[config.mk]
export PLATFORM = sky130hd
export DESIGN_NAME = sst_stack
export DESIGN_NICKNAME = d
export VERILOG_FILES = /design/src/hdl/sst_pkg.sv /design/src/hdl/sst_ram_if.sv /design/src/hdl/sst_eptr.sv /design/src/hdl/sst_ram.sv /design/src/hdl/sst_stack.sv
export SDC_FILE = /design/constraint.sdc
export NUM_CORES = 2
export LEC_CHECK = 0
export BUFFER_PORTS_ARGS = -buffer_cell sky130_fd_sc_hd__buf_2
export CAP_MARGIN = 10
export CORE_MARGIN = 2
export CORE_UTILIZATION = 55
export DETAILED_ROUTE_END_ITERATION = 12
export PLACE_DENSITY = 0.79
export SLEW_MARGIN = 20
export SYNTH_ARGS = -nofsm -noshare
export SYNTH_HDL_FRONTEND = slang
export SYNTH_SLANG_ARGS = --single-unit
[constraint.sdc]
create_clock -name clk -period 7.1 [get_ports clk]
set_clock_uncertainty 0.05 [all_clocks]
set_input_delay 0.71 -clock clk [delete_from_list [all_inputs] [get_ports clk]]
set_output_delay 0.71 -clock clk [all_outputs]
set_load 0.01 [all_outputs]
[src/hdl/sst_pkg.sv]
package sst_pkg;
  localparam int HALF_W    = 24;
  localparam int ENTRY_W   = 48;
  localparam int DEPTH     = 16;
  localparam int SLOT_W    = 4;
  localparam int IDX_W     = 24;
  localparam int OCC_W     = 5;
  // usable entries when the extension is off
  localparam logic [IDX_W-1:0] NOEXT_MAX = 24'h00000f;
  // on-chip fill level kept after a spill; leaves room for a two-entry loop push
  localparam logic [OCC_W-1:0] ONCHIP_HI = 5'h0e;
  localparam logic [IDX_W-1:0] IDX_RST   = 24'h000000;
  localparam logic [OCC_W-1:0] OCC_RST   = 5'h00;

  typedef enum logic [2:0] {
    OP_CALL     = 3'h0,
    OP_RET_SUB  = 3'h1,
    OP_RET_INT  = 3'h2,
    OP_LOOP     = 3'h3,
    OP_WR_HIGH  = 3'h4,
    OP_RD_HIGH  = 3'h5,
    OP_WR_LOW   = 3'h6,
    OP_RD_LOW   = 3'h7
  } sst_op_e;

  typedef enum logic [6:0] {
    S_IDLE     = 7'h01,
    S_LOOP2    = 7'h02,
    S_SPILL_LD = 7'h04,
    S_SPILL_HI = 7'h08,
    S_SPILL_LO = 7'h10,
    S_FILL_LO  = 7'h20,
    S_FILL_HI  = 7'h40
  } sst_state_e;
endpackage

[src/hdl/sst_ram_if.sv]
`timescale 1ns/1ps
interface sst_ram_if;
  logic [sst_pkg::SLOT_W-1:0] raddr;
  logic [sst_pkg::HALF_W-1:0] rhi;
  logic [sst_pkg::HALF_W-1:0] rlo;
  logic [sst_pkg::SLOT_W-1:0] waddr;
  logic                       we_hi;
  logic                       we_lo;
  logic [sst_pkg::HALF_W-1:0] whi;
  logic [sst_pkg::HALF_W-1:0] wlo;
  modport ctl (output raddr, waddr, we_hi, we_lo, whi, wlo, input rhi, rlo);
  modport mem (input raddr, waddr, we_hi, we_lo, whi, wlo, output rhi, rlo);
endinterface

[src/hdl/sst_eptr.sv]
`timescale 1ns/1ps
// spill pointer: one word up per spilled word, one down per filled word
module sst_eptr #(
  parameter int W = 24
) (
  input  wire logic         clk,
  input  wire logic         arst_n,
  input  wire logic         inc,
  input  wire logic         dec,
  output logic      [W-1:0] value
);
  logic [W-1:0] ptr_ff;
  logic [W-1:0] nxt_ptr;

  initial begin
    if (W < 2) $error("sst_eptr: width too small");
  end

  // next pointer; inc and dec never coincide
  always_comb begin
    nxt_ptr = ptr_ff;
    if (inc) begin
      nxt_ptr = ptr_ff + W'(1);
    end else if (dec) begin
      nxt_ptr = ptr_ff - W'(1);
    end
  end

  always_ff @(posedge clk or negedge arst_n) begin
    if (!arst_n) begin
      ptr_ff <= '0;
    end else begin
      ptr_ff <= nxt_ptr;
    end
  end

  assign value = ptr_ff;
endmodule

[src/hdl/sst_ram.sv]
`timescale 1ns/1ps
// on-chip stack store, halves written separately, read is combinational
module sst_ram (
  input wire logic clk,
  sst_ram_if.mem   rp
);
  logic [sst_pkg::HALF_W-1:0] hi_mem [sst_pkg::DEPTH];
  logic [sst_pkg::HALF_W-1:0] lo_mem [sst_pkg::DEPTH];

  // no reset on the array: contents are only meaningful at and below the index
  always_ff @(posedge clk) begin
    if (rp.we_hi) begin
      hi_mem[rp.waddr] <= rp.whi;
    end
    if (rp.we_lo) begin
      lo_mem[rp.waddr] <= rp.wlo;
    end
  end

  assign rp.rhi = hi_mem[rp.raddr];
  assign rp.rlo = lo_mem[rp.raddr];
endmodule

[src/hdl/sst_stack.sv]
`timescale 1ns/1ps
module sst_stack (
  input  wire logic        clk,
  input  wire logic        arst_n,
  input  wire logic        op_valid,
  input  wire logic [2:0]  op_code,
  output logic             op_ready,
  input  wire logic [23:0] program_counter_in,
  input  wire logic [23:0] status_word_in,
  input  wire logic [23:0] loop_count_in,
  input  wire logic [23:0] loop_end_address_in,
  input  wire logic [23:0] move_data_in,
  output logic [23:0]      program_counter_out,
  output logic             program_counter_load,
  output logic [23:0]      status_word_out,
  output logic             status_word_load,
  output logic [23:0]      move_data_out,
  output logic             move_data_valid,
  input  wire logic        spill_enable_bit,
  input  wire logic        spill_memory_select,
  input  wire logic [23:0] stack_size_reg,
  output logic [23:0]      top_of_stack_index,
  output logic             stack_error,
  output logic             mem_req,
  output logic             mem_we,
  output logic             mem_space_y,
  output logic [23:0]      mem_addr,
  output logic [23:0]      mem_wdata,
  input  wire logic [23:0] mem_rdata,
  input  wire logic        mem_ack
);
  localparam int HW = sst_pkg::HALF_W;
  localparam int IW = sst_pkg::IDX_W;
  localparam int OW = sst_pkg::OCC_W;
  localparam int SW = sst_pkg::SLOT_W;

  sst_ram_if rif ();

  sst_pkg::sst_state_e     state_ff;
  sst_pkg::sst_state_e     nxt_state;
  sst_pkg::sst_op_e        op;
  logic [IW-1:0]           idx_ff;
  logic [IW-1:0]           nxt_idx;
  logic [OW-1:0]           occ_ff;
  logic [OW-1:0]           nxt_occ;
  logic [sst_pkg::ENTRY_W-1:0] ent_ff;
  logic [sst_pkg::ENTRY_W-1:0] nxt_ent;
  logic [HW-1:0]           pc_ff;
  logic [HW-1:0]           nxt_pc;
  logic [HW-1:0]           stw_ff;
  logic [HW-1:0]           nxt_stw;
  logic [HW-1:0]           md_ff;
  logic [HW-1:0]           nxt_md;
  logic                    pcl_ff;
  logic                    nxt_pcl;
  logic                    stl_ff;
  logic                    nxt_stl;
  logic                    mdv_ff;
  logic                    nxt_mdv;
  logic                    err_ff;
  logic                    nxt_err;
  logic                    ep_inc;
  logic                    ep_dec;
  logic [HW-1:0]           ep_val;

  // push limit: fixed fifteen without extension, size register with it
  function automatic logic over_limit(input logic [IW-1:0] idx,
                                      input logic [IW-1:0] n,
                                      input logic          ext,
                                      input logic [IW-1:0] lim);
    logic [IW:0] sum;
    sum = {1'b0, idx} + {1'b0, n};
    if (ext) begin
      over_limit = sum > {1'b0, lim};
    end else begin
      over_limit = sum > {1'b0, sst_pkg::NOEXT_MAX};
    end
  endfunction

  // stack slot of an index: ring of sixteen
  function automatic logic [SW-1:0] slot(input logic [IW-1:0] idx);
    slot = idx[SW-1:0];
  endfunction

  assign op = sst_pkg::sst_op_e'(op_code);

  sst_ram u_ram (
    .clk (clk),
    .rp  (rif.mem)
  );

  sst_eptr #(
    .W (HW)
  ) u_eptr (
    .clk    (clk),
    .arst_n (arst_n),
    .inc    (ep_inc),
    .dec    (ep_dec),
    .value  (ep_val)
  );

  // sequencer handshake and memory strobes decode from state
  assign op_ready    = (state_ff == sst_pkg::S_IDLE);
  assign mem_req     = (state_ff == sst_pkg::S_SPILL_HI) || (state_ff == sst_pkg::S_SPILL_LO) ||
                       (state_ff == sst_pkg::S_FILL_LO) || (state_ff == sst_pkg::S_FILL_HI);
  assign mem_we      = (state_ff == sst_pkg::S_SPILL_HI) || (state_ff == sst_pkg::S_SPILL_LO);
  assign mem_space_y = spill_memory_select;
  // fill reads the word below the pointer, spill writes at it
  assign mem_addr    = mem_we ? ep_val : ep_val - HW'(1);
  assign mem_wdata   = (state_ff == sst_pkg::S_SPILL_HI) ? ent_ff[2*HW-1:HW] : ent_ff[HW-1:0];

  assign top_of_stack_index   = idx_ff;
  assign program_counter_out  = pc_ff;
  assign program_counter_load = pcl_ff;
  assign status_word_out      = stw_ff;
  assign status_word_load     = stl_ff;
  assign move_data_out        = md_ff;
  assign move_data_valid      = mdv_ff;
  assign stack_error          = err_ff;

  // next-state logic for the whole stack controller
  always_comb begin
    nxt_state = state_ff;
    nxt_idx   = idx_ff;
    nxt_occ   = occ_ff;
    nxt_ent   = ent_ff;
    nxt_pc    = pc_ff;
    nxt_stw   = stw_ff;
    nxt_md    = md_ff;
    nxt_pcl   = 1'b0;
    nxt_stl   = 1'b0;
    nxt_mdv   = 1'b0;
    nxt_err   = 1'b0;
    ep_inc    = 1'b0;
    ep_dec    = 1'b0;
    rif.raddr = slot(idx_ff);
    rif.waddr = slot(idx_ff + IW'(1));
    rif.we_hi = 1'b0;
    rif.we_lo = 1'b0;
    rif.whi   = program_counter_in;
    rif.wlo   = status_word_in;
    unique case (state_ff)
      sst_pkg::S_IDLE: begin
        if (op_valid) begin
          unique case (op)
            sst_pkg::OP_CALL, sst_pkg::OP_WR_HIGH, sst_pkg::OP_LOOP: begin
              if (over_limit(idx_ff, (op == sst_pkg::OP_LOOP) ? IW'(2) : IW'(1),
                             spill_enable_bit, stack_size_reg)) begin
                nxt_err = 1'b1;
              end else begin
                // increment first, then write the new top
                nxt_idx   = idx_ff + IW'(1);
                nxt_occ   = occ_ff + OW'(1);
                rif.we_hi = 1'b1;
                rif.we_lo = (op != sst_pkg::OP_WR_HIGH);
                if (op == sst_pkg::OP_WR_HIGH) begin
                  rif.whi = move_data_in;
                end else if (op == sst_pkg::OP_LOOP) begin
                  rif.whi = loop_end_address_in;
                  rif.wlo = loop_count_in;
                  nxt_ent = {program_counter_in, status_word_in};
                end
                if (op == sst_pkg::OP_LOOP) begin
                  nxt_state = sst_pkg::S_LOOP2;
                end else if (spill_enable_bit && (occ_ff + OW'(1) > sst_pkg::ONCHIP_HI)) begin
                  nxt_state = sst_pkg::S_SPILL_LD;
                end
              end
            end
            sst_pkg::OP_RET_SUB, sst_pkg::OP_RET_INT, sst_pkg::OP_RD_HIGH: begin
              if (idx_ff == sst_pkg::IDX_RST) begin
                nxt_err = 1'b1;
              end else begin
                // read the top, then decrement
                nxt_idx = idx_ff - IW'(1);
                nxt_occ = occ_ff - OW'(1);
                if (op == sst_pkg::OP_RD_HIGH) begin
                  nxt_md  = rif.rhi;
                  nxt_mdv = 1'b1;
                end else begin
                  nxt_pc  = rif.rhi;
                  nxt_pcl = 1'b1;
                end
                if (op == sst_pkg::OP_RET_INT) begin
                  nxt_stw = rif.rlo;
                  nxt_stl = 1'b1;
                end
                if (spill_enable_bit && (occ_ff == OW'(1)) && (idx_ff != IW'(1))) begin
                  nxt_state = sst_pkg::S_FILL_LO;
                end
              end
            end
            sst_pkg::OP_WR_LOW: begin
              rif.waddr = slot(idx_ff);
              rif.we_lo = 1'b1;
              rif.wlo   = move_data_in;
            end
            sst_pkg::OP_RD_LOW: begin
              nxt_md  = rif.rlo;
              nxt_mdv = 1'b1;
            end
          endcase
        end
      end
      sst_pkg::S_LOOP2: begin
        // second loop entry goes above the first
        nxt_idx   = idx_ff + IW'(1);
        nxt_occ   = occ_ff + OW'(1);
        rif.we_hi = 1'b1;
        rif.we_lo = 1'b1;
        rif.whi   = ent_ff[2*HW-1:HW];
        rif.wlo   = ent_ff[HW-1:0];
        if (spill_enable_bit && (occ_ff + OW'(1) > sst_pkg::ONCHIP_HI)) begin
          nxt_state = sst_pkg::S_SPILL_LD;
        end else begin
          nxt_state = sst_pkg::S_IDLE;
        end
      end
      sst_pkg::S_SPILL_LD: begin
        // oldest on-chip entry sits occ-1 below the top
        rif.raddr = slot(idx_ff - IW'(occ_ff) + IW'(1));
        nxt_ent   = {rif.rhi, rif.rlo};
        nxt_state = sst_pkg::S_SPILL_HI;
      end
      sst_pkg::S_SPILL_HI: begin
        if (mem_ack) begin
          ep_inc    = 1'b1;
          nxt_state = sst_pkg::S_SPILL_LO;
        end
      end
      sst_pkg::S_SPILL_LO: begin
        if (mem_ack) begin
          ep_inc  = 1'b1;
          nxt_occ = occ_ff - OW'(1);
          // a loop push can leave two entries to move
          if (occ_ff - OW'(1) > sst_pkg::ONCHIP_HI) begin
            nxt_state = sst_pkg::S_SPILL_LD;
          end else begin
            nxt_state = sst_pkg::S_IDLE;
          end
        end
      end
      sst_pkg::S_FILL_LO: begin
        rif.waddr = slot(idx_ff);
        rif.wlo   = mem_rdata;
        if (mem_ack) begin
          rif.we_lo = 1'b1;
          ep_dec    = 1'b1;
          nxt_state = sst_pkg::S_FILL_HI;
        end
      end
      sst_pkg::S_FILL_HI: begin
        rif.waddr = slot(idx_ff);
        rif.whi   = mem_rdata;
        if (mem_ack) begin
          rif.we_hi = 1'b1;
          ep_dec    = 1'b1;
          nxt_occ   = occ_ff + OW'(1);
          nxt_state = sst_pkg::S_IDLE;
        end
      end
      default: begin
        nxt_state = sst_pkg::S_IDLE;
      end
    endcase
  end

  // registers only; reset leaves the stack empty
  always_ff @(posedge clk or negedge arst_n) begin
    if (!arst_n) begin
      state_ff <= sst_pkg::S_IDLE;
      idx_ff   <= sst_pkg::IDX_RST;
      occ_ff   <= sst_pkg::OCC_RST;
      ent_ff   <= '0;
      pc_ff    <= '0;
      stw_ff   <= '0;
      md_ff    <= '0;
      pcl_ff   <= 1'b0;
      stl_ff   <= 1'b0;
      mdv_ff   <= 1'b0;
      err_ff   <= 1'b0;
    end else begin
      state_ff <= nxt_state;
      idx_ff   <= nxt_idx;
      occ_ff   <= nxt_occ;
      ent_ff   <= nxt_ent;
      pc_ff    <= nxt_pc;
      stw_ff   <= nxt_stw;
      md_ff    <= nxt_md;
      pcl_ff   <= nxt_pcl;
      stl_ff   <= nxt_stl;
      mdv_ff   <= nxt_mdv;
      err_ff   <= nxt_err;
    end
  end
endmodule

Word level (Yosys, flattened, before mapping)
Memory sizes are Yosys's and may differ from the RTL's.
Index checks and enable logic that the tools add are counted.
{"block": "totals", "ramBits": 768, "word_cells": 181, "register_bits": 184, "mem_count": 2}
{"name": "u_ram.hi_mem", "words": 16, "word_bits": 24, "read_ports": 1, "rd_ports_with_merged_regs": 0, "write_ports": 1, "line": "sst_ram.sv:7", "text": "logic [sst_pkg::HALF_W-1:0] hi_mem [sst_pkg::DEPTH];"}
{"name": "u_ram.lo_mem", "words": 16, "word_bits": 24, "read_ports": 1, "rd_ports_with_merged_regs": 0, "write_ports": 1, "line": "sst_ram.sv:8", "text": "logic [sst_pkg::HALF_W-1:0] lo_mem [sst_pkg::DEPTH];"}
{"block": "op_classes", "reduce_logical": 24, "bitwise_logic": 2, "order_cmp": 4, "mux": 95, "add_sub_neg": 9, "n_eq_ne": 33}
{"operator": "24-bit 2-to-1 mux", "n": 18}
{"operator": "48-bit 2-to-1 mux", "n": 5}
{"operator": "24-bit case mux with 2 select lines", "n": 4}
{"operator": "24-bit case mux with 3 select lines", "n": 2}
{"operator": "48-bit case mux with 2 select lines", "n": 1}
{"operator": "7-bit 2-to-1 mux", "n": 10}
{"operator": "7-bit case mux with 7 select lines", "n": 1}
{"operator": "24-bit by 1-bit adder with 24-bit output (second input constant)", "n": 2}
{"operator": "24-bit by 1-bit subtractor with 24-bit output (second input constant)", "n": 2}
{"operator": "1-bit 2-to-1 mux", "n": 34}
{"operator": "24-bit by 2-bit adder with 25-bit output", "n": 1}
{"operator": "25-bit by 24-bit greater-than comparator with 1-bit output", "n": 1}
{"operator": "25-bit by 4-bit greater-than comparator with 1-bit output (second input constant)", "n": 1}
{"operator": "5-bit 2-to-1 mux", "n": 5}
{"operator": "24-bit zero test", "n": 1}
{"operator": "24-bit by 1-bit inequality test with 1-bit output (second input constant)", "n": 1}
{"operator": "5-bit case mux with 4 select lines", "n": 1}
{"operator": "5-bit AND reduction", "n": 4}
{"operator": "2-bit inequality test (second input constant)", "n": 9}
{"operator": "7-bit case mux with 2 select lines", "n": 1}
{"operator": "3-bit == test (second input constant)", "n": 4}
{"operator": "4-bit 2-to-1 mux", "n": 3}
{"operator": "3-bit inequality test (second input constant)", "n": 4}
{"operator": "5-bit by 4-bit greater-than comparator with 1-bit output (second input constant)", "n": 2}
{"operator": "34 further kinds", "n": 50}

Depth between registers and ports, before layout
{"block": "logic_depth", "depth_word": 14, "ltp_mapped": 25, "mapped_depth_nobuf": 20}

Hierarchy
From an unflattened synthesis, not the netlist that was laid out.
{"block": "hier_totals", "cells_unflattened": 3353, "hier_area_um2": 45143.3}
{"module": "sst_ram", "n_inst": 1, "cells_each": 1219, "area_per_inst_um2": 28830.2}
{"module": "sst_stack", "n_inst": 1, "cells_each": 1903, "area_per_inst_um2": 14311.2}
{"module": "sst_eptr", "n_inst": 1, "cells_each": 231, "area_per_inst_um2": 2001.9}

Worst setup path after synthesis
No wires, ideal clock.
{"block": "synth_path", "path_kind": "input-to-reg", "startpoint": "in op_code[0]", "endpoint": "mem u_ram.lo_mem[2][0] (netlist name) (enable)", "arrival_time_ns": 7.531, "required_time_ns": 6.615, "path_buffers": 6, "path_slack_ns": -0.916, "stages": 23, "cell_sequence": "clkbuf_1 > inv_1 > nor2_1 > buf_1 > buf_1 > xnor2_1 > ha_1 > inv_1 > a211o_1 > buf_6 > or4_4 > xnor2_1 > ha_1 > nand3_1 > or3_1 > o211ai_1 > a31oi_1 > or4_1 > buf_1 > a21boi_2 > o31a_4 > buf_6 > nor3_1"}
{"block": "synth_between", "elab_chain_cells": 14}
{"item": "from (decl)", "line": "sst_stack.sv:6", "text": "input wire logic [2:0] op_code,"}
{"item": "3-bit by 2-bit == test with 1-bit output", "line": "sst_stack.sv:145, sst_stack.sv:147"}
{"item": "2-bit 2-to-1 mux", "line": "sst_stack.sv:147", "text": "if (over_limit(idx_ff, (op == sst_pkg::OP_LOOP) ? IW'(2) : IW'(1),"}
{"item": "24-bit by 2-bit adder with 25-bit output", "line": "sst_stack.sv:72", "text": "sum = {1'b0, idx} + {1'b0, n};"}
{"item": "25-bit by 4-bit greater-than comparator with 1-bit output / 25-bit by 24-bit greater-than comparator with 1-bit output (equally long branches)", "line": "sst_stack.sv:76, sst_stack.sv:74"}
{"item": "1-bit 2-to-1 mux", "line": "sst_stack.sv:73", "text": "if (ext) begin"}
{"item": "1-bit 2-to-1 mux", "line": "sst_stack.sv:145", "text": "unique case (op)"}
{"item": "1-bit 2-to-1 mux", "line": "sst_stack.sv:144", "text": "if (op_valid) begin"}
{"item": "1-bit 2-to-1 mux", "line": "sst_stack.sv:142", "text": "unique case (state_ff)"}
{"item": "1-bit 2-to-1 mux", "line": "sst_stack.sv:147"}
{"item": "1-bit case mux with 2 select lines", "line": "sst_stack.sv:145"}
{"item": "1-bit 2-to-1 mux", "line": "sst_stack.sv:144"}
{"item": "1-bit case mux with 3 select lines", "line": "sst_stack.sv:142"}
{"item": "1-bit 2-to-1 mux", "line": "sst_ram.sv:15", "text": "if (rp.we_lo) begin"}
{"item": "1-bit 2-to-1 mux (not written as such)", "line": "sst_ram.sv:16", "text": "lo_mem[rp.waddr] <= rp.wlo;"}
{"item": "to (decl)", "line": "sst_ram.sv:8"}
Several ways; a longest one is shown, not always the timed one. The select of a mux whose other input is x is not followed.

Worst setup path after layout
{"block": "layout_path", "startpoint": "reg idx_ff[0], in the netlist top_of_stack_index[0]", "endpoint": "mem u_ram.lo_mem[13][13] (netlist name), data pin"}
{"block": "layout_between", "elab_chain_cells": 10}
{"item": "from (decl)", "line": "sst_stack.sv:42", "text": "logic [IW-1:0] idx_ff;"}
{"item": "from (signal assigned)", "line": "sst_stack.sv:272", "text": "idx_ff <= sst_pkg::IDX_RST;"}
{"item": "from (signal assigned)", "line": "sst_stack.sv:284", "text": "idx_ff <= nxt_idx;"}
{"item": "24-bit by 2-bit adder with 25-bit output *", "line": "sst_stack.sv:72"}
{"item": "25-bit by 4-bit greater-than comparator with 1-bit output / 25-bit by 24-bit greater-than comparator with 1-bit output (equally long branches)", "line": "sst_stack.sv:76, sst_stack.sv:74"}
{"item": "1-bit 2-to-1 mux *", "line": "sst_stack.sv:73"}
{"item": "1-bit 2-to-1 mux *", "line": "sst_stack.sv:145"}
{"item": "1-bit 2-to-1 mux *", "line": "sst_stack.sv:144"}
{"item": "1-bit 2-to-1 mux *", "line": "sst_stack.sv:142"}
{"item": "24-bit 2-to-1 mux *", "line": "sst_stack.sv:147"}
{"item": "24-bit case mux with 2 select lines *", "line": "sst_stack.sv:145"}
{"item": "24-bit 2-to-1 mux *", "line": "sst_stack.sv:144"}
{"item": "24-bit case mux with 3 select lines *", "line": "sst_stack.sv:142"}
{"item": "named net rif.wlo, one bit", "line": "sst_ram_if.sv:10", "text": "logic [sst_pkg::HALF_W-1:0] wlo;"}
The timed path passes the listed nets; every way through them passes the cells marked *. The select of a mux whose other input is x is not followed.

==> flow_metrics.tcl <==
set metrics [dict create \
    critPathRequiredTime_ns 7.44 \
    path_max_fanout 25 \
    dp_hpwl_um 95800 \
    synth_top_family_by_area "simple AND/OR/NAND/NOR gates" \
    setup_viol 0 \
    post-place-ws_ns 0.146 \
    antenna_found_initial 10 \
    start_kind "flip-flop" \
    synth_area_um2 43400 \
    synth_cell_types 89 \
    synth_xor_area_share_pct 2.08 \
    finalCritPeriodShare_pct 91.1 \
    slew_headroom_pct 19.9 \
    synth_mux_area_share_pct 9.78 \
    cts_buffers 97 \
    ant_nets 0 \
    cts-resized-gates 0 \
    synth_flop_cell "edfxtp_1" \
    hold_viol 0 \
    reg2reg_to "u_ram.lo_mem[13][13]" \
    io_buffers 326 \
    post-cts-setup-buffer-count 0 \
    synthArstFlopShare_pct 19.3 \
    synth_edf_count 768 \
    fmax_mhz 155 \
    vias_per_cell 6.85 \
    final_cell_mix "edfxtp_1 (768), nand2_1 (462), buf_2 (325), nand3_1 (230), nor2_1 (226)" \
    clockRootBuffer "clkbuf_16" \
    crit_end "u_ram.lo_mem[13][13]" \
    power_density_nw_per_um2 482 \
    gr-total-overflow 0 \
    p_total_mw 24.2 \
    clk_pin_slew_ns 0.06 \
    path_cells "ha_1, ha_1, inv_1, a211o_1, or4_4, xnor2_1, ha_1, nand3_1, or3_1, o22a_1, o2bb2ai_1, nor4_1, and3_1, a31oi_4, buf_4, o21ai_0, a2bb2oi_1, buf_4" \
    syn-instance-count 3327 \
    max-cap-violations 0 \
    die-area_um2 81100 \
    slew_viol_final 0 \
    rsz0062_at_grt "no" \
    ctsHoldBuffers 0 \
    synth_nets 3546 \
    violations "design-rule violations" \
    r2r-start "top_of_stack_index[0]" \
    synthAdderAreaFrac_pct 1.23 \
    avgRoutedWirePerCell_um 31.2 \
    worstMarginPinSlew_ns 1.19 \
    grt_use_total_pct 36.3 \
    cts_tree "done" \
    synth_simple_gate_area_share_pct 11.6 \
    power_leakage_nw 18.9 \
    cts_max_level 3 \
    utilization_pct 64.6 \
    gp_congestion 0.972 \
    hold_slack_ns 0.124 \
    clk_path_buf_depth 3 \
    fin_nets 3871 \
    cp.depth 18 \
    nFillCells 5398 \
    insertion_delay_ns 0.68 \
    drt-initial-drc-count 5487 \
    area_growth_pct 15.8 \
    cp_data_arrival_time_ns 6.81 \
    wl_um 149000 \
    worstSetupPathType "reg -> reg" \
    grt_pass1_vias 31700 \
    core_area_um2 77700 \
    vdd_drop_max_mv 0.336 \
    syn_area_per_cell_um2 13.0 \
    drive_gt1_share_pct 23.0 \
    hp-class "in -> async" \
    cts.sink_count 952 \
    synth_compound_area_share_pct 8.86 \
    route.detailed.drc 1 \
    ff2ff_path_depth 18 \
    core.rowCount 102 \
    cp_slowest_stage_delay_ns 0.70 \
    finalCriticalPeriod_ns 6.46 \
    r2r_setup_slack_ns 0.64 \
    endpoint_kind "flip-flop" \
    yosys_register_bits 952 \
    start_util_pct 55.8 \
    grt_max_degree 97 \
    vias 32800 \
    finalSetupTns_ns 0 \
    cp_top_family "compound AO/OA/AOI/OAI gates" \
    yosysWarnings 0 \
    grt_pass1_wl_um 214000 \
    critPathSlowestCell "dfrtp_1" \
    cpMostUsedCell "ha_1" \
    final_common_cell "edfxtp_1" \
    fp.dieW_um 285 \
    cp_num_buf_inv 3 \
    fin_ws_ns 0.635 \
    status "finished, violations left" \
    io_pins 329 \
    synth_seq_area_share_pct 63.8 \
    crit_start "top_of_stack_index[0]" \
    first_pass_iters 13 \
    die_y_um 285 \
]
-- kinds of logic after synthesis --
logic type               after synthesis
AND/OR/NAND/NOR                     1126
flip-flops                           952
AO/OA/AOI/OAI                        547
buffers and inverters                279
multiplexers                         278
XOR/XNOR                             103
adder cells (fa/ha/maj)               42
-- metal layers --
layer / track usage [%] / wire length, um
met2: 54.8 / 66200
met4: 19.8 / 10100
met5: 0 / 22
met1: 46.2 / 49300
met3: 12.5 / 23900
-- flip-flops by register name, indices dropped and copies added, names as in the netlist, 5 cells and up --
name                 cells
state_ff                 7
u_eptr.value            24
occ_ff                   5
program_counter_out     24
ent_ff                  48
u_ram.lo_mem           384
top_of_stack_index      24
move_data_out           24
u_ram.hi_mem           384
status_word_out         24
-- synthesized netlist by cell type, drive strengths merged (58+ instances only) --
cell    number  area [um2]
dfrtp      183        4580
nand2      462        1730
edfxtp     768       23100
mux4       110        2480
clkbuf     149         559
buf         79         405
mux2        58         653
o21ai      134         671
a21oi      108         541
mux2i      110        1110
xnor2       68         596
nand3      230        1150
nor2       245         922
-- power by group --
part / internal [mW] / leakage [nW] / switching (mW)
sequential: 7.52 / 9.22 / 0.637
clock: 3.07 / 1.61 / 2.22
combinational: 3.38 / 8.04 / 7.35
-- cell type report --
| cell class | count | area (um2) | share of cell area, % |
|---|---|---|---|
| Tap cell | 1040 | 1300 | 2.59 |
| Sequential cell | 952 | 27700 | 55.1 |
| Antenna cell | 8 | 20.0 | 0.0399 |
| Timing Repair Buffer | 454 | 2670 | 5.32 |
| Multi-Input combinational cell | 2096 | 15100 | 30.0 |
| Clock inverter | 57 | 607 | 1.21 |
| Clock buffer | 127 | 2690 | 5.35 |
| Inverter | 51 | 191 | 0.381 |
-- worst reg2reg max path, delay by kind of cell, from the launching register on --
kind	cells	cell delay, ns
flops	1	0.70
buf+inv	3	0.74
fa+ha+maj	3	0.85
simple gates	5	1.79
xor+xnor	1	0.17
compound gates	6	1.90
-- worst min path at each step --
stage | depth (start not counted) | from | endpoint | slack [ns]
after floorplan | 0 | arst_n | ent_ff[0] | 0.36
after global placement | 2 | status_word_out[3] | status_word_out[3] | 0.41
after detailed placement | 2 | status_word_out[8] | status_word_out[8] | 0.41
after CTS | 1 | arst_n | u_eptr.value[18] | 0.15
after global routing | 1 | arst_n | u_eptr.value[20] | 0.17
final | 1 | arst_n | u_eptr.value[20] | 0.12
-- metrics by stage --
step	instance area [um2]	std cells
after floorplan	43600	3327
after CTS	50100	4776
after global routing	50200	4778
after detailed placement	46800	4592
final	50200	4785
after global placement	46800	4592
(Power assumes the default switching activity.)
